## config.mk

```make
export PLATFORM = sky130hd
export DESIGN_NAME = logic_or_and_block_output_exec
export DESIGN_NICKNAME = d
export VERILOG_FILES = /design/src/exec_pkg.sv /design/src/regs_if.sv /design/src/logic_or_and_block_output_exec.sv /design/src/reg_store.sv
export SDC_FILE = /design/constraint.sdc
export NUM_CORES = 1
export LEC_CHECK = 0
export ABC_AREA = 1
export BUFFER_PORTS_ARGS = -buffer_cell sky130_fd_sc_hd__buf_2
export CAP_MARGIN = 20
export CELL_PAD_IN_SITES_DETAIL_PLACEMENT = 1
export CELL_PAD_IN_SITES_GLOBAL_PLACEMENT = 1
export CORE_ASPECT_RATIO = 1.25
export CORE_MARGIN = 4
export CORE_UTILIZATION = 40
export CTS_BUF_LIST = sky130_fd_sc_hd__clkbuf_2 sky130_fd_sc_hd__clkbuf_4 sky130_fd_sc_hd__clkbuf_8
export CTS_CLUSTER_DIAMETER = 60
export DETAILED_ROUTE_END_ITERATION = 16
export GPL_TIMING_DRIVEN = 0
export PLACE_DENSITY_LB_ADDON = 0.1
export SYNTH_ARGS = -nofsm -noshare
export SYNTH_HDL_FRONTEND = slang
export SYNTH_SLANG_ARGS = --single-unit
export TNS_END_PERCENT = 20
```

## constraint.sdc

```tcl
create_clock -name clk -period 2.3 [get_ports clk]
set_input_delay 0.115 -clock clk [delete_from_list [all_inputs] [get_ports clk]]
set_output_delay 0.115 -clock clk [all_outputs]
set_load 0.03 [all_outputs]
```

## src/exec_pkg.sv

```systemverilog
// Opcodes, flag positions, reset values and state types of the logic/output executor
package exec_pkg;

  localparam logic [7:0] OP_IDLE    = 8'h00;
  localparam logic [7:0] OP_OR_MEM  = 8'hb6;
  localparam logic [7:0] OP_OR_IMM  = 8'hf6;
  localparam logic [7:0] OP_OR_HI   = 8'hb4;
  localparam logic [7:0] OP_OR_LO   = 8'hb5;
  localparam logic [4:0] OP_OR_REG  = 5'h16;
  localparam logic [2:0] SEL_B      = 3'h0;
  localparam logic [2:0] SEL_C      = 3'h1;
  localparam logic [2:0] SEL_D      = 3'h2;
  localparam logic [2:0] SEL_E      = 3'h3;
  localparam logic [2:0] SEL_H      = 3'h4;
  localparam logic [2:0] SEL_L      = 3'h5;
  localparam logic [2:0] SEL_MEM    = 3'h6;
  localparam logic [2:0] SEL_A      = 3'h7;
  localparam logic [7:0] PFX_SHORT  = 8'h52;
  localparam logic [7:0] PFX_LONG   = 8'h49;
  localparam logic [7:0] PFX_FIRST  = 8'hdd;
  localparam logic [7:0] PFX_SECOND = 8'hfd;
  localparam logic [7:0] PFX_EXT    = 8'hed;
  localparam logic [7:0] OP_DUAL    = 8'hbc;
  localparam logic [7:0] OP_PZ      = 8'h8b;
  localparam logic [7:0] OP_PZ_REP  = 8'h9b;
  localparam logic [7:0] OP_REP     = 8'hbb;

  localparam int FLAG_S  = 7;
  localparam int FLAG_Z  = 6;
  localparam int FLAG_H  = 4;
  localparam int FLAG_PV = 2;
  localparam int FLAG_N  = 1;
  localparam int FLAG_C  = 0;

  localparam logic [23:0] RST_PC    = 24'h000000;
  localparam logic [23:0] RST_PAIR  = 24'h000000;
  localparam logic [7:0]  RST_BYTE  = 8'h00;
  // Upper I/O address byte is don't-care for decoders; drive a fixed value
  localparam logic [7:0]  IO_UPPER  = 8'h00;

  typedef enum {
    ST_FETCH,
    ST_INDEX,
    ST_DISP,
    ST_OPND,
    ST_IMM,
    ST_EXT,
    ST_BLK_READ,
    ST_BLK_WRITE,
    ST_BLK_STEP
  } state_type;

  typedef enum {
    BLK_DUAL,
    BLK_PZ,
    BLK_PZ_REP,
    BLK_REP
  } blk_type;

endpackage : exec_pkg

```

## src/regs_if.sv

```systemverilog
// Register file carrier between the executor and its register store
`timescale 1ns/1ps
interface regs_if;
  logic [7:0]  a;
  logic [7:0]  f;
  logic [23:0] bc;
  logic [23:0] de;
  logic [23:0] hl;
  logic [23:0] ix;
  logic [23:0] iy;
  logic [7:0]  next_a;
  logic [7:0]  next_f;
  logic [23:0] next_bc;
  logic [23:0] next_de;
  logic [23:0] next_hl;
  logic        we;

  modport core  (input a, f, bc, de, hl, ix, iy,
                 output next_a, next_f, next_bc, next_de, next_hl, we);
  modport store (output a, f, bc, de, hl, ix, iy,
                 input next_a, next_f, next_bc, next_de, next_hl, we);
endinterface : regs_if

```

## src/logic_or_and_block_output_exec.sv

```systemverilog
// Executor for the idle instruction, accumulator OR forms and decrementing block output
// What this block does
// - Opcode 00 takes one cycle, only advances the program counter, keeps flags.
// - OR with byte at memory_pointer_pair is B6, 2 cycles, 3 when prefixed.
// - DD/FD then B4/B5 ORs an index half into A in 2 cycles.
// - DD/FD B6 d ORs byte at index plus signed d; 4 cycles, 5 prefixed.
// - F6 n ORs the immediate byte into A in 2 cycles.
// - B0-B5, B7 OR register B,C,D,E,H,L or A into A in one cycle.
// - OR sets S, Z, even parity; clears H, N and C.
// - Dual-decrement output writes byte to io_pointer_pair address, decrements three pairs.
// - Dual-decrement sets Z when count_pair-1 is 0, N from byte bit 7.
// - Dual-decrement is ED BC, 2+3*count_pair cycles, one more when prefixed.
// - Address bits 23:16 of I/O writes carry no meaning.
// - Page-zero outputs drive I/O address 15:8 zero, 7:0 from C.
// - ED 8B moves one byte in 5 cycles, decrements B, C, memory_pointer_pair.
// - Page-zero outputs set Z when B-1 is 0, N from byte bit 7.
// - ED 9B repeats the page-zero transfer until B reaches zero.
// - Repeating output writes to count_pair address, decrements B and memory_pointer_pair.
// - ED BB repeating output: Z when B-1 is 0, N from byte bit 7, other flags kept.
`timescale 1ns/1ps
module logic_or_and_block_output_exec
  import exec_pkg::*;
(
  input  wire logic        clk,
  input  wire logic        sys_rst,
  input  wire logic        long_address_mode,
  input  wire logic [7:0]  mem_rdata,
  output logic      [23:0] mem_addr,
  output logic             mem_rd,
  output logic      [23:0] io_addr,
  output logic      [7:0]  io_wdata,
  output logic             io_wr,
  output logic             instr_done,
  output logic      [23:0] pc,
  output logic      [7:0]  acc,
  output logic      [7:0]  flags
);

  regs_if rf ();

  reg_store u_store (
    .clk     (clk),
    .sys_rst (sys_rst),
    .rf      (rf)
  );

  state_type   state;
  state_type   next_state;
  blk_type     blk;
  blk_type     next_blk;
  logic        pfx_short;
  logic        pfx_long;
  logic        idx_second;
  logic [23:0] op_addr;
  logic [7:0]  xfer;
  logic        next_pfx_short;
  logic        next_pfx_long;
  logic        next_idx_second;
  logic [23:0] next_op_addr;
  logic [7:0]  next_xfer;
  logic [23:0] next_pc;
  logic [23:0] next_mem_addr;
  logic        next_mem_rd;
  logic [23:0] next_io_addr;
  logic [7:0]  next_io_wdata;
  logic        next_io_wr;
  logic        next_instr_done;
  logic        wide;
  logic [23:0] idx_reg;
  logic [7:0]  reg_operand;
  logic [7:0]  b_dec;
  logic [7:0]  c_dec;
  logic [23:0] bc_dec;

  assign acc   = rf.a;
  assign flags = rf.f;

  // Pointer width for this instruction
  assign wide    = pfx_long | (~pfx_short & long_address_mode);
  assign idx_reg = idx_second ? rf.iy : rf.ix;
  assign b_dec   = rf.bc[15:8] - 8'h01;
  assign c_dec   = rf.bc[7:0] - 8'h01;

  function automatic logic [23:0] dec_ptr(input logic [23:0] v, input logic w);
    logic [15:0] low;
    low = v[15:0] - 16'h0001;
    // In 16-bit treatment the upper byte is held, so the pointer wraps in 64K
    dec_ptr = w ? (v - 24'h000001) : {v[23:16], low};
  endfunction : dec_ptr

  function automatic logic [7:0] or_flags(input logic [7:0] f, input logic [7:0] res);
    logic [7:0] nf;
    nf         = f;
    nf[FLAG_S]  = res[7];
    nf[FLAG_Z]  = (res == 8'h00);
    nf[FLAG_PV] = ~(^res);
    nf[FLAG_H]  = 1'b0;
    nf[FLAG_N]  = 1'b0;
    nf[FLAG_C]  = 1'b0;
    or_flags   = nf;
  endfunction : or_flags

  assign bc_dec = dec_ptr(rf.bc, wide);

  always_comb begin
    case (mem_rdata[2:0])
      SEL_B:   reg_operand = rf.bc[15:8];
      SEL_C:   reg_operand = rf.bc[7:0];
      SEL_D:   reg_operand = rf.de[15:8];
      SEL_E:   reg_operand = rf.de[7:0];
      SEL_H:   reg_operand = rf.hl[15:8];
      SEL_L:   reg_operand = rf.hl[7:0];
      SEL_A:   reg_operand = rf.a;
      default: reg_operand = 8'h00;
    endcase
  end

  always_comb begin
    logic finish;
    logic [7:0] res;
    finish          = 1'b0;
    res             = 8'h00;
    next_state      = state;
    next_blk        = blk;
    next_pfx_short  = pfx_short;
    next_pfx_long   = pfx_long;
    next_idx_second = idx_second;
    next_op_addr    = op_addr;
    next_xfer       = xfer;
    next_pc         = pc;
    next_io_addr    = io_addr;
    next_io_wdata   = io_wdata;
    next_io_wr      = 1'b0;
    rf.next_a       = rf.a;
    rf.next_f       = rf.f;
    rf.next_bc      = rf.bc;
    rf.next_de      = rf.de;
    rf.next_hl      = rf.hl;
    rf.we           = 1'b0;
    case (state)
      ST_FETCH: begin
        next_pc = pc + 24'h000001;
        if (mem_rdata == PFX_SHORT) begin
          next_pfx_short = 1'b1;
          next_pfx_long  = 1'b0;
        end else if (mem_rdata == PFX_LONG) begin
          next_pfx_long  = 1'b1;
          next_pfx_short = 1'b0;
        end else if (mem_rdata == PFX_FIRST || mem_rdata == PFX_SECOND) begin
          next_idx_second = (mem_rdata == PFX_SECOND);
          next_state      = ST_INDEX;
        end else if (mem_rdata == PFX_EXT) begin
          next_state = ST_EXT;
        end else if (mem_rdata == OP_OR_MEM) begin
          next_op_addr = rf.hl;
          next_state   = ST_OPND;
        end else if (mem_rdata == OP_OR_IMM) begin
          next_state = ST_IMM;
        end else if (mem_rdata[7:3] == OP_OR_REG && mem_rdata[2:0] != SEL_MEM) begin
          res       = rf.a | reg_operand;
          rf.next_a = res;
          rf.next_f = or_flags(rf.f, res);
          rf.we     = 1'b1;
          finish    = 1'b1;
        end else begin
          // Idle opcode, and anything not decoded here, only moves the program counter
          finish = 1'b1;
        end
      end
      ST_INDEX: begin
        next_pc = pc + 24'h000001;
        if (mem_rdata == OP_OR_HI || mem_rdata == OP_OR_LO) begin
          res       = rf.a | ((mem_rdata == OP_OR_HI) ? idx_reg[15:8] : idx_reg[7:0]);
          rf.next_a = res;
          rf.next_f = or_flags(rf.f, res);
          rf.we     = 1'b1;
          finish    = 1'b1;
        end else if (mem_rdata == OP_OR_MEM) begin
          next_state = ST_DISP;
        end else begin
          finish = 1'b1;
        end
      end
      ST_DISP: begin
        next_pc      = pc + 24'h000001;
        next_op_addr = wide ? (idx_reg + {{16{mem_rdata[7]}}, mem_rdata})
                            : {idx_reg[23:16], idx_reg[15:0] + {{8{mem_rdata[7]}}, mem_rdata}};
        next_state   = ST_OPND;
      end
      ST_OPND, ST_IMM: begin
        if (state == ST_IMM) begin
          next_pc = pc + 24'h000001;
        end
        res       = rf.a | mem_rdata;
        rf.next_a = res;
        rf.next_f = or_flags(rf.f, res);
        rf.we     = 1'b1;
        finish    = 1'b1;
      end
      ST_EXT: begin
        next_pc    = pc + 24'h000001;
        next_state = ST_BLK_READ;
        case (mem_rdata)
          OP_DUAL:   next_blk = BLK_DUAL;
          OP_PZ:     next_blk = BLK_PZ;
          OP_PZ_REP: next_blk = BLK_PZ_REP;
          OP_REP:    next_blk = BLK_REP;
          default: begin
            next_state = ST_FETCH;
            finish     = 1'b1;
          end
        endcase
      end
      ST_BLK_READ: begin
        next_xfer     = mem_rdata;
        next_io_wdata = mem_rdata;
        next_io_wr    = 1'b1;
        next_state    = ST_BLK_WRITE;
        case (blk)
          BLK_DUAL:          next_io_addr = {IO_UPPER, rf.de[15:0]};
          BLK_PZ, BLK_PZ_REP: next_io_addr = {IO_UPPER, 8'h00, rf.bc[7:0]};
          default:           next_io_addr = {IO_UPPER, rf.bc[15:0]};
        endcase
      end
      ST_BLK_WRITE: begin
        next_state = ST_BLK_STEP;
      end
      ST_BLK_STEP: begin
        rf.we      = 1'b1;
        rf.next_hl = dec_ptr(rf.hl, wide);
        rf.next_f[FLAG_N] = xfer[7];
        next_state = ST_FETCH;
        case (blk)
          BLK_DUAL: begin
            rf.next_bc = bc_dec;
            rf.next_de = dec_ptr(rf.de, wide);
            rf.next_f[FLAG_Z] = wide ? (bc_dec == 24'h000000) : (bc_dec[15:0] == 16'h0000);
            if (rf.next_f[FLAG_Z] == 1'b0) begin
              next_state = ST_BLK_READ;
            end
          end
          BLK_PZ, BLK_PZ_REP: begin
            rf.next_bc = {rf.bc[23:16], b_dec, c_dec};
            // Flags left undefined for these are simply kept
            rf.next_f[FLAG_Z] = (b_dec == 8'h00);
            if (blk == BLK_PZ_REP && b_dec != 8'h00) begin
              next_state = ST_BLK_READ;
            end
          end
          default: begin
            rf.next_bc = {rf.bc[23:16], b_dec, rf.bc[7:0]};
            rf.next_f[FLAG_Z] = (b_dec == 8'h00);
            if (b_dec != 8'h00) begin
              next_state = ST_BLK_READ;
            end
          end
        endcase
        finish = (next_state == ST_FETCH);
      end
      default: begin
        next_state = ST_FETCH;
      end
    endcase
    if (finish) begin
      // Prefixes live for one instruction only
      next_state     = ST_FETCH;
      next_pfx_short = 1'b0;
      next_pfx_long  = 1'b0;
    end
    next_instr_done = finish;
    // Memory is read asynchronously at the registered address, one byte per cycle
    case (next_state)
      ST_OPND:      next_mem_addr = next_op_addr;
      ST_BLK_READ:  next_mem_addr = rf.next_hl;
      default:      next_mem_addr = next_pc;
    endcase
    next_mem_rd = (next_state != ST_BLK_WRITE) && (next_state != ST_BLK_STEP);
  end

  always_ff @(posedge clk) begin
    if (sys_rst) begin
      state      <= ST_FETCH;
      blk        <= BLK_DUAL;
      pfx_short  <= 1'b0;
      pfx_long   <= 1'b0;
      idx_second <= 1'b0;
      op_addr    <= RST_PAIR;
      xfer       <= RST_BYTE;
      pc         <= RST_PC;
      mem_addr   <= RST_PC;
      mem_rd     <= 1'b1;
      io_addr    <= RST_PAIR;
      io_wdata   <= RST_BYTE;
      io_wr      <= 1'b0;
      instr_done <= 1'b0;
    end else begin
      state      <= next_state;
      blk        <= next_blk;
      pfx_short  <= next_pfx_short;
      pfx_long   <= next_pfx_long;
      idx_second <= next_idx_second;
      op_addr    <= next_op_addr;
      xfer       <= next_xfer;
      pc         <= next_pc;
      mem_addr   <= next_mem_addr;
      mem_rd     <= next_mem_rd;
      io_addr    <= next_io_addr;
      io_wdata   <= next_io_wdata;
      io_wr      <= next_io_wr;
      instr_done <= next_instr_done;
    end
  end

  // Sampled reset keeps the release edge, whose fetch has not run yet, out of antecedents
  a_idle_one_cycle: assert property (@(posedge clk) disable iff (sys_rst)
    (!sys_rst && state == ST_FETCH && mem_rdata == OP_IDLE)
      |=> instr_done && $stable(flags) && pc == $past(pc) + 24'h000001)
    else $error("idle instruction not one cycle or changed flags");

  a_or_mem_flags: assert property (@(posedge clk) disable iff (sys_rst)
    (state == ST_OPND)
      |=> instr_done && acc == $past(acc | mem_rdata) && !flags[FLAG_H]
          && !flags[FLAG_N] && !flags[FLAG_C] && flags[FLAG_PV] == ~(^acc))
    else $error("memory OR result or flags wrong");

  a_or_reg_single: assert property (@(posedge clk) disable iff (sys_rst)
    (!sys_rst && state == ST_FETCH && mem_rdata == 8'hb0)
      |=> instr_done && acc == $past(acc | rf.bc[15:8]) && flags[FLAG_Z] == (acc == 8'h00))
    else $error("register OR not done in one cycle");

  a_or_mem_cycles: assert property (@(posedge clk) disable iff (sys_rst)
    (!sys_rst && state == ST_FETCH && mem_rdata == OP_OR_MEM && !pfx_short && !pfx_long)
      |=> !instr_done ##1 instr_done)
    else $error("memory OR not two cycles");

  a_prefix_extra: assert property (@(posedge clk) disable iff (sys_rst)
    (!sys_rst && state == ST_FETCH && mem_rdata == PFX_SHORT)
      |=> state == ST_FETCH && !instr_done && !wide && mem_addr == $past(pc) + 24'h000001)
    else $error("short prefix not taken as an extra cycle");

  a_blk_io_write: assert property (@(posedge clk) disable iff (sys_rst)
    (state == ST_BLK_READ)
      |=> io_wr && io_wdata == $past(mem_rdata) ##1 !io_wr ##1 !io_wr)
    else $error("block output byte not written once");

  a_page0_addr: assert property (@(posedge clk) disable iff (sys_rst)
    (state == ST_BLK_READ && (blk == BLK_PZ || blk == BLK_PZ_REP))
      |=> io_addr[15:8] == 8'h00 && io_addr[7:0] == $past(rf.bc[7:0]))
    else $error("page-zero I/O address wrong");

  a_rep_zero_flag: assert property (@(posedge clk) disable iff (sys_rst)
    (state == ST_BLK_STEP && blk == BLK_REP)
      |=> flags[FLAG_Z] == ($past(rf.bc[15:8]) == 8'h01) && $stable(flags[FLAG_C])
          && rf.bc[15:8] == $past(rf.bc[15:8]) - 8'h01)
    else $error("repeating output Z flag or count wrong");

  a_dual_repeat: assert property (@(posedge clk) disable iff (sys_rst)
    (state == ST_BLK_STEP && blk == BLK_DUAL)
      |=> (flags[FLAG_Z] ? (state == ST_FETCH && instr_done) : (state == ST_BLK_READ)))
    else $error("dual-decrement did not repeat until count_pair ran out");

  a_single_pz_ends: assert property (@(posedge clk) disable iff (sys_rst)
    (state == ST_BLK_STEP && blk == BLK_PZ)
      |=> instr_done && state == ST_FETCH && rf.hl == dec_ptr($past(rf.hl), $past(wide)))
    else $error("single page-zero output did not end after one byte");

endmodule : logic_or_and_block_output_exec

```

## src/reg_store.sv

```systemverilog
// Working registers of the core: accumulator, flags and the multibyte pairs
`timescale 1ns/1ps
module reg_store
  import exec_pkg::*;
(
  input  wire logic clk,
  input  wire logic sys_rst,
  regs_if.store     rf
);

  // Index registers are only read here; nothing loads them, so they hold their reset value
  always_ff @(posedge clk) begin
    if (sys_rst) begin
      rf.a  <= RST_BYTE;
      rf.f  <= RST_BYTE;
      rf.bc <= RST_PAIR;
      rf.de <= RST_PAIR;
      rf.hl <= RST_PAIR;
      rf.ix <= RST_PAIR;
      rf.iy <= RST_PAIR;
    end else if (rf.we) begin
      rf.a  <= rf.next_a;
      rf.f  <= rf.next_f;
      rf.bc <= rf.next_bc;
      rf.de <= rf.next_de;
      rf.hl <= rf.next_hl;
    end
  end

endmodule : reg_store

```

==> results of run 1 <==
## power by group
part	switching, W	leakage [nW]	internal, W	total (W)
Clock	0.00170	0.471	0.00256	0.00426
Combinational	0.000230	4.56	0.0000905	0.000321
Sequential	0.00000722	1.72	0.00367	0.00367
## synth_stat cells, drive strengths merged
library cell	instances	area [sq um]
nor2	276	1150
nand2	224	873
dfxtp	211	4220
inv	180	676
nand3	128	666
o21ai	94	470
a21oi	83	419
xor2	37	324
clkbuf	35	131
buf	32	218
nor3	32	196
a221oi	30	263
nand4	30	194
a211oi	28	210
ha	23	288
o22ai	19	119
a22oi	16	120
nor4	14	100
and2	10	62.6
xnor2	10	87.6
a31oi	5	31.3
and3	4	25.0
o211ai	3	22.5
o31ai	3	22.5
clkinv	2	7.51
nand3b	2	15.0
nor3b	2	15.0
o21bai	2	18.8
or2	2	12.5
a211o	1	8.76
conb	1	3.75
o2111ai	1	8.76
o21a	1	7.51
or4	1	7.51
## final cells by class
class                      count  area, sq um  area share (%)
buffer                        64          377            2.55
clock buffer                  62          766            5.19
clock inverter                 8          151            1.03
inverter                     182          711            4.82
multi-input combinational   1121         6860            46.5
sequential                   211         4280            29.0
tap                          345          432            2.92
timing repair buffer         178         1180            8.02
## flip-flops by register name, summed over array words and instances (netlist names)
signal,flops
state,32
pfx_long,1
u_store.rf.bc,24
u_store.rf.f,4
io_addr,16
io_wr,1
blk,2
pfx_short,1
pc,24
u_store.rf.de,16
xfer,8
op_addr,24
mem_addr,24
mem_rd,1
u_store.rf.hl,24
u_store.rf.a,8
instr_done,1
## how the worst min path moves through the flow
| stage | slack [ns] | end |
|---|---|---|
| after floorplan | 0.26 | xfer[7] |
| after global placement | 0.46 | xfer[7] |
| after detailed placement | 0.46 | xfer[7] |
| after CTS | 0.002 | xfer[4] |
| after global routing | 0.06 | xfer[4] |
| final | 0.02 | xfer[4] |
## critical path: cells and delay by family, from the launching register on
| kind | cells | cell delay, ns |
|---|---|---|
| simple gates | 15 | 1.68 |
| buf+inv | 3 | 0.38 |
| flops | 1 | 0.34 |
| xor+xnor | 1 | 0.18 |
| fa+ha+maj | 1 | 0.17 |
## per-layer routing
layer	up-vias	share of wire (%)
met1	5792	39
met4	0	5.2
met2	372	51
li1	5630	-
met5	-	0
met3	130	5.2
## cells by family after synthesis
kind of cell             Yosys count  share of synthesized area [%]
adder cells (fa/ha/maj)           23                           2.62
flip-flops                       211                           38.4
XOR/XNOR                          47                           3.74
buffers and inverters            249                           9.39
other                              1                         0.0341
AND/OR/NAND/NOR                  725                           30.1
AO/OA/AOI/OAI                    286                           15.7
## timing repair
item / 4_1_cts / 5_1_grt
pin swaps: 36 / 57
gates resized for setup: 144 / 153
endpoints found under the hold margin: 6 / 0
gates cloned: 3 / 2
hold buffers: 6 / 0
setup endpoints to repair: 155 / 151
buffers inserted: 43 / 32
## layout by cell type (no fill, tap or decap), types with 8 or more instances in the layout
cell type,instances
sky130_fd_sc_hd__nor2_2,42
sky130_fd_sc_hd__inv_2,20
sky130_fd_sc_hd__a211oi_1,26
sky130_fd_sc_hd__conb_1,40
sky130_fd_sc_hd__clkbuf_8,48
sky130_fd_sc_hd__nand3_4,11
sky130_fd_sc_hd__nor2_4,27
sky130_fd_sc_hd__and2_1,9
sky130_fd_sc_hd__inv_4,9
sky130_fd_sc_hd__nand2_2,22
sky130_fd_sc_hd__buf_2,102
sky130_fd_sc_hd__buf_6,16
sky130_fd_sc_hd__nand2_4,17
sky130_fd_sc_hd__nand2_1,185
sky130_fd_sc_hd__clkbuf_4,18
sky130_fd_sc_hd__nand4_1,29
sky130_fd_sc_hd__nor2_1,207
sky130_fd_sc_hd__a22oi_1,16
sky130_fd_sc_hd__inv_1,150
sky130_fd_sc_hd__clkbuf_1,27
sky130_fd_sc_hd__nor3_1,23
sky130_fd_sc_hd__a221oi_1,24
sky130_fd_sc_hd__o21ai_0,87
sky130_fd_sc_hd__xor2_1,32
sky130_fd_sc_hd__xnor2_1,10
sky130_fd_sc_hd__dfxtp_2,8
sky130_fd_sc_hd__a21oi_1,77
sky130_fd_sc_hd__dfxtp_1,190
sky130_fd_sc_hd__o22ai_1,19
sky130_fd_sc_hd__nand3_2,50
sky130_fd_sc_hd__dfxtp_4,13
sky130_fd_sc_hd__buf_4,76
sky130_fd_sc_hd__nand3_1,67
sky130_fd_sc_hd__ha_1,21
sky130_fd_sc_hd__nor4_1,8
## through the flow
step | setup WS, ns | instances | cell area, sq um | hold WS (ns)
2_1_floorplan | 0.00574 | 1581 | 11200 | 0.264
3_3_place_gp | -0.765 | 2023 | 12100 | 0.458
3_5_place_dp | -0.781 | 2023 | 12100 | 0.462
4_1_cts | -0.478 | 2142 | 13900 | 0.00246
5_1_grt | -0.746 | 2171 | 14800 | 0.0580
6_report | -0.594 | 2171 | 14800 | 0.0242
==> impl_summary.txt, run 1 <==
----------------------------------------------------
[Global route]
  Wire length of the first global-routing pass ... 68,000 um
  Combined global-route utilization of all metal layers ... 28.4%
  Antenna violations before repair ... 0
  Residual overflow from global routing ... 0
  Global route hottest layer ... met2
  Met1 track demand over resource in global routing ... 32.9%
  Met3 track utilization from global routing ... under 10%
  Vias in the first global route ... about 12,000
  Met2 track demand over resource ... 50.2%
  Largest net degree at the start of global routing ... 11

[Setup path]
  Arrival time of data at the critical path endpoint ... 3.34 ns
  Capturing element of the worst setup path ... mem_addr[15]
  Crit Path Class ... register to register
  Delay of the slowest critical-path stage ... 0.34 ns
  Minimum setup slack among reg-to-reg paths ... -0.59 ns
  Critical Path Source Type ... register
  Cell type of the slowest stage on the worst timing path ... sky130_fd_sc_hd__dfxtp_2
  Ordered cell list for the critical path ... inv_2 > ha_4 > nand2_4 > nor2_4 > buf_12 > xor2_2 > nand4_1 > nor2_1 > nand2_1 > nor2_2 > nand2_2 > nand3_4 > nand3_4 > nand2_4 > nor2_4 > nand2_2 > nor2_4 > buf_6 > nand3_2 > nand3_2
  CP Capture Type ... register
  Max FO, Critical Path ... 7
  Endpoint of the lowest-slack register-to-register path ... mem_addr[15]
  Most common cell on crit path ... sky130_fd_sc_hd__nor2_4
  R2R Path Start ... u_store.rf.bc[0]
  Launching element of the worst setup path ... u_store.rf.bc[0]
  Required @ worst endpoint ... 2.74 ns
  Depth of the most critical reg-to-reg path ... 20

[Final layout]
  FILL cells ... 3,425
  Final core utilization ... 54.7%
  Area Overhead vs Synth ... 34.2%
  Share of layout cells above drive strength 1 ... 29.8%
  Diodes inserted ... 0
  # nets final ... 1,831

[Timing]
  Setup clock skew after layout ... around 0.032 ns
  Setup repair after global routing missed its margin ... yes
  Worst-case headroom to the max-slew limit ... 37.6%
  Final sum of negative setup slack ... -21.43 ns
  Endpoints failing hold ... 0
  Final worst path period share ... 126%
  Final max-slew violation count ... 0
  Final setup viols ... 91
  Maximum clock frequency ... roughly 0.35 GHz
  Final setup margin ... -0.594 ns
  Final worst path period need ... 2.89 ns
  Measured slew at the worst slew-check pin ... around 0.94 ns

[Clock tree]
  Clock latency reported for the late side of the worst-skew pair ... 0.59 ns
  TritonCTS clock tree ... done
  Maximum count of clock buffers along a single path ... 3
  Clk Tree Root Cell ... sky130_fd_sc_hd__clkbuf_8
  Total number of H-tree levels ... 2
  Cts bufs inserted ... 39
  Reg clk slew, reported paths ... 0.06 ns
  CTS Sinks ... 211

[Detailed routing]
  Post-detailed-route via-to-cell ratio ... 5.49
  DRC violation total after the first TritonRoute iteration ... about 570
  Detailed-route wire length per cell ... 20.7 um
  DR pass1 iterations ... 5
  Post-detailed-routing wire length ... 45,000 um
  Antenna violation net count after detailed routing ... 0
  DRC violation count after routing ... 0
  Via count ... 11,900

[Floorplanning]
  CORE AREA ... 0.0270 sq mm
  Effective utilization at floorplan ... 40.7%
  Area enclosed by the die boundary ... 0.0302 sq mm
  Die span in y ... slightly below 200 um
  Row count ... 67
  I/O pin cnt ... 110
  Die width ... 156 um

[Power and ir drop]
  Overall power ... 0.00826 W
  Pwr per Cell Area ... 560 mW/mm^2
  Leakage power figure ... 6.76 nW
  VDD IR max ... between 0.4 and 0.5 mV

[Yosys]
  #FFs+latches synth ... 211
  Post-Synthesis Cells ... 1,542
  Synthesis Warnings ... 0
  Mean post-synth cell area ... 7.13 sq um
  Area of the mapped netlist ... 0.0110 sq mm
  Share of synthesized area occupied by flip-flops and latches ... 38.4%
  Unique cell type count in the Yosys netlist ... 49

[Run]
  Max Cap Violations ... 0

[Hold path]
  Path category of the worst min-delay check ... primary input to register
  Worst min-delay path startpoint ... mem_rdata[4]
  Worst hold path depth ... 3

[Outcome]
  Violations in the final reports ... negative setup slack
  Outcome ... complete, but fails checks

[Place]
  Post-detailed-placement half-perimeter wirelength ... 32,700 um
  # port buffers ... 97
  Placer Congestion ... ~0.96

----------------------------------------------------
Note: power is estimated with default switching activity, not from simulation.
==> inputs of run 2 (changes only) <==
--- a/config.mk
+++ b/config.mk
@@ -8,16 +8,14 @@
 export ABC_AREA = 1
 export BUFFER_PORTS_ARGS = -buffer_cell sky130_fd_sc_hd__buf_2
 export CAP_MARGIN = 20
-export CELL_PAD_IN_SITES_DETAIL_PLACEMENT = 1
-export CELL_PAD_IN_SITES_GLOBAL_PLACEMENT = 1
 export CORE_ASPECT_RATIO = 1.25
 export CORE_MARGIN = 4
-export CORE_UTILIZATION = 40
+export CORE_UTILIZATION = 50
 export CTS_BUF_LIST = sky130_fd_sc_hd__clkbuf_2 sky130_fd_sc_hd__clkbuf_4 sky130_fd_sc_hd__clkbuf_8
 export CTS_CLUSTER_DIAMETER = 60
 export DETAILED_ROUTE_END_ITERATION = 16
 export GPL_TIMING_DRIVEN = 0
-export PLACE_DENSITY_LB_ADDON = 0.1
+export PLACE_DENSITY = 0.69
 export SYNTH_ARGS = -nofsm -noshare
 export SYNTH_HDL_FRONTEND = slang
 export SYNTH_SLANG_ARGS = --single-unit
==> constraint.sdc (replaced) <==
create_clock -name clk -period 3.5 [get_ports clk]
set_input_delay 0.175 -clock clk [delete_from_list [all_inputs] [get_ports clk]]
set_output_delay 0.175 -clock clk [all_outputs]
set_load 0.03 [all_outputs]
==> impl_summary.txt, run 2 (synthesis gave the netlist of run 1 again) <==
----------------------------------------------------
[Clock tree]
  TritonCTS clock tree ... done
  Maximum count of clock buffers along a single path ... 3 (unchanged)
  Cts bufs inserted ... 35 (-10%)
  Clock latency reported for the late side of the worst-skew pair ... 0.54 ns (-0.05 ns)
  CTS Sinks ... 211 (unchanged)
  Reg clk slew, reported paths ... 0.07 ns (about the same)
  Total number of H-tree levels ... 2 (unchanged)
  Clk Tree Root Cell ... sky130_fd_sc_hd__clkbuf_8

[Setup path]
  Depth of the most critical reg-to-reg path ... 19 (-5.0%)
  Minimum setup slack among reg-to-reg paths ... 0.29 ns (+0.88 ns)
  Endpoint of the lowest-slack register-to-register path ... mem_addr[14]
  R2R Path Start ... u_store.rf.bc[8]
  Required @ worst endpoint ... 3.95 ns (+1.21 ns)
  Critical Path Source Type ... register
  Crit Path Class ... register to register
  CP Capture Type ... register
  Launching element of the worst setup path ... u_store.rf.bc[8]
  Arrival time of data at the critical path endpoint ... 3.66 ns (+0.32 ns)
  Max FO, Critical Path ... 10 (+3)
  Capturing element of the worst setup path ... mem_addr[14]

[Place]
  Post-detailed-placement half-perimeter wirelength ... 27,700 um (-15%)
  DP Worst Slack ... 0.267 ns (+1.05 ns)
  Placer Congestion ... 0.981 (+1.8%)
  Cell count after placement ... 1,957 (-3.3%)
  # port buffers ... 97 (unchanged)

[Detailed routing]
  Detailed-route wire length per cell ... 17.5 um (-15%)
  Antenna violation net count after detailed routing ... 0 (unchanged)
  DR pass1 iterations ... 6 (+1)
  DRC violation total after the first TritonRoute iteration ... 1,028 (+80%)
  DRC violation count after routing ... 0 (unchanged)
  Post-detailed-route via-to-cell ratio ... 5.47 (-0.41%)
  Post-detailed-routing wire length ... 35,400 um (-21%)
  Via count ... 11,000 (-7.4%)

[Timing]
  Measured slew at the worst slew-check pin ... 0.851 ns (-0.0856 ns)
  Maximum clock frequency ... 0.311 GHz (-9.9%)
  Final max-slew violation count ... 0 (unchanged)
  Worst-case headroom to the max-slew limit ... 43.3% (+5.7 points)
  Endpoints failing hold ... 0 (unchanged)
  Final setup margin ... 0.287 ns (+0.881 ns)
  Setup repair after global routing missed its margin ... no
  Final sum of negative setup slack ... 0 ns (+21.43 ns)
  Final worst path period share ... 91.8% (-34 points)
  Setup clock skew after layout ... 0.0278 ns (-0.00432 ns)
  Final worst path period need ... 3.21 ns (+0.319 ns)
  Final setup viols ... 0 (-100%)

[Power and ir drop]
  Power share of the sequential group ... 48.2% (+3.7 points)
  Fraction of power consumed by the clock network ... 48.2% (-3.4 points)
  Internal power consumption ... 0.00389 W (-39%)
  Net Sw Frac ... 22.7% (-0.73 points)
  Leakage power figure ... 5.85 nW (-13%)
  VDD IR max ... 0.284 mV (-35%)
  Pwr per Cell Area ... 394 mW/mm^2 (-30%)
  Switching component of the power ... 0.00114 W (-41%)
  Combinational Power Share ... 3.6% (-0.3 points)

[Final layout]
  Post-layout instance count excluding filler cells ... 2,019 (-7.0%)
  Share of layout cells above drive strength 1 ... 15.2% (-15 points)
  Commonest non-fill, non-tap cells in the layout ... 251 x sky130_fd_sc_hd__nor2_1, 211 x sky130_fd_sc_hd__nand2_1, 211 x sky130_fd_sc_hd__dfxtp_1
  Area Overhead vs Synth ... 16.2%
  # nets final ... 1,750 (-4.4%)
  Final core utilization ... 59.1% (+4.4 points)
  Most common library cell in the layout ignoring fill and taps ... sky130_fd_sc_hd__nor2_1
  Diodes inserted ... 0 (unchanged)
  Max reg flops ... 32 (unchanged)
  Biggest register ... state

[Hold path]
  Worst hold path depth ... 3 (unchanged)
  Worst min-delay path startpoint ... mem_rdata[6]
  Path category of the worst min-delay check ... primary input to register

[Global route]
  Combined global-route utilization of all metal layers ... 28.4% (-0.072 points)
  Antenna violations before repair ... 0 (unchanged)
  Vias in the first global route ... 10,700 (-13%)
  Wire length of the first global-routing pass ... 55,800 um (-18%)
  Largest net degree at the start of global routing ... 11 (unchanged)
  Residual overflow from global routing ... 0 (unchanged)

[Run]
  Max Cap Violations ... 0 (unchanged)

[Floorplanning]
  Die width ... 141 um (-10%)
  Effective utilization at floorplan ... 50.9% (+10 points)
  Row count ... 60 (-10%)
  I/O pin cnt ... 110 (unchanged)
  Area enclosed by the die boundary ... 0.0244 sq mm (-19%)
  Die span in y ... 174 um (-10%)
  CORE AREA ... 0.0216 sq mm (-20%)

[Outcome]
  Outcome ... completed

----------------------------------------------------
[run 2: worst min path at each step]
| stage | endpoint |
|---|---|
| detailed placement | io_addr[8] |
| global route | xfer[6] |
| global placement | u_store.rf.de[6] |
| CTS | xfer[6] |
| floorplan | xfer[7] |
| finish | xfer[6] |
[run 2: per-layer routing]
layer / routed length, um / part of all wire [%] / up-vias / global-route usage [%]
li1: - / - / 5464 / -
met1: 13900 / 39 / 4969 / 33.5
met2: 16900 / 48 / 501 / 48.3
met3: 2650 / 7.5 / 110 / 5.22
met4: 1980 / 5.6 / 0 / 15.5
met5: 0 / 0 / - / 0
[run 2: repair_timing]
action,in CTS,in global routing
gates resized for setup,0,2
hold buffers,1,0
hold endpoints to repair,1,0
endpoints found under the setup margin,0,21
buffers inserted,0,0
[run 2: cell type report]
class | count | area, sq um
buffer | 67 | 349
fill | 2118 | 8850
clock buffer | 55 | 701
inverter | 182 | 683
timing repair buffer | 98 | 495
clock inverter | 6 | 86.3
multi-input combinational | 1121 | 5890
sequential | 211 | 4220
tap | 279 | 349
[run 2: power groups by stage]
stage	logic [W]	clock network, W	registers (W)
finish	0.000179	0.00243	0.00242
global route	0.000194	0.00257	0.00242
CTS	0.000174	0.00247	0.00242
detailed placement	0.000173	0	0.00248
global placement	0.000173	0	0.00248
floorplan	0.000119	0	0.00248
[run 2: critical path, stage by stage (launching register included)]
cell                      delay [ns]
sky130_fd_sc_hd__dfxtp_1        0.53
sky130_fd_sc_hd__inv_2          0.16
sky130_fd_sc_hd__ha_1           0.29
sky130_fd_sc_hd__nand2_1        0.16
sky130_fd_sc_hd__nor2_2         0.08
sky130_fd_sc_hd__nand2_2        0.11
sky130_fd_sc_hd__xor2_1         0.20
sky130_fd_sc_hd__nand2_1        0.08
sky130_fd_sc_hd__nor2_1         0.10
sky130_fd_sc_hd__nand2_1        0.05
sky130_fd_sc_hd__nor2_1         0.15
sky130_fd_sc_hd__nand2_2        0.11
sky130_fd_sc_hd__nand3_2        0.09
sky130_fd_sc_hd__nand2_1        0.13
sky130_fd_sc_hd__nand2_2        0.14
sky130_fd_sc_hd__nand3_2        0.10
sky130_fd_sc_hd__nand4_2        0.23
sky130_fd_sc_hd__buf_6          0.17
sky130_fd_sc_hd__nand3_1        0.10
sky130_fd_sc_hd__nand3_1        0.14
[run 2: metrics by stage]
step / instance area [sq um] / hold slack, ns / total power (W)
after floorplan: 11100 / 0.324 / 0.00259
after global placement: 12000 / 0.477 / 0.00265
after detailed placement: 12000 / 0.482 / 0.00265
after CTS: 12800 / 0.0173 / 0.00507
after global routing: 12800 / 0.0494 / 0.00519
final: 12800 / 0.0738 / 0.00503
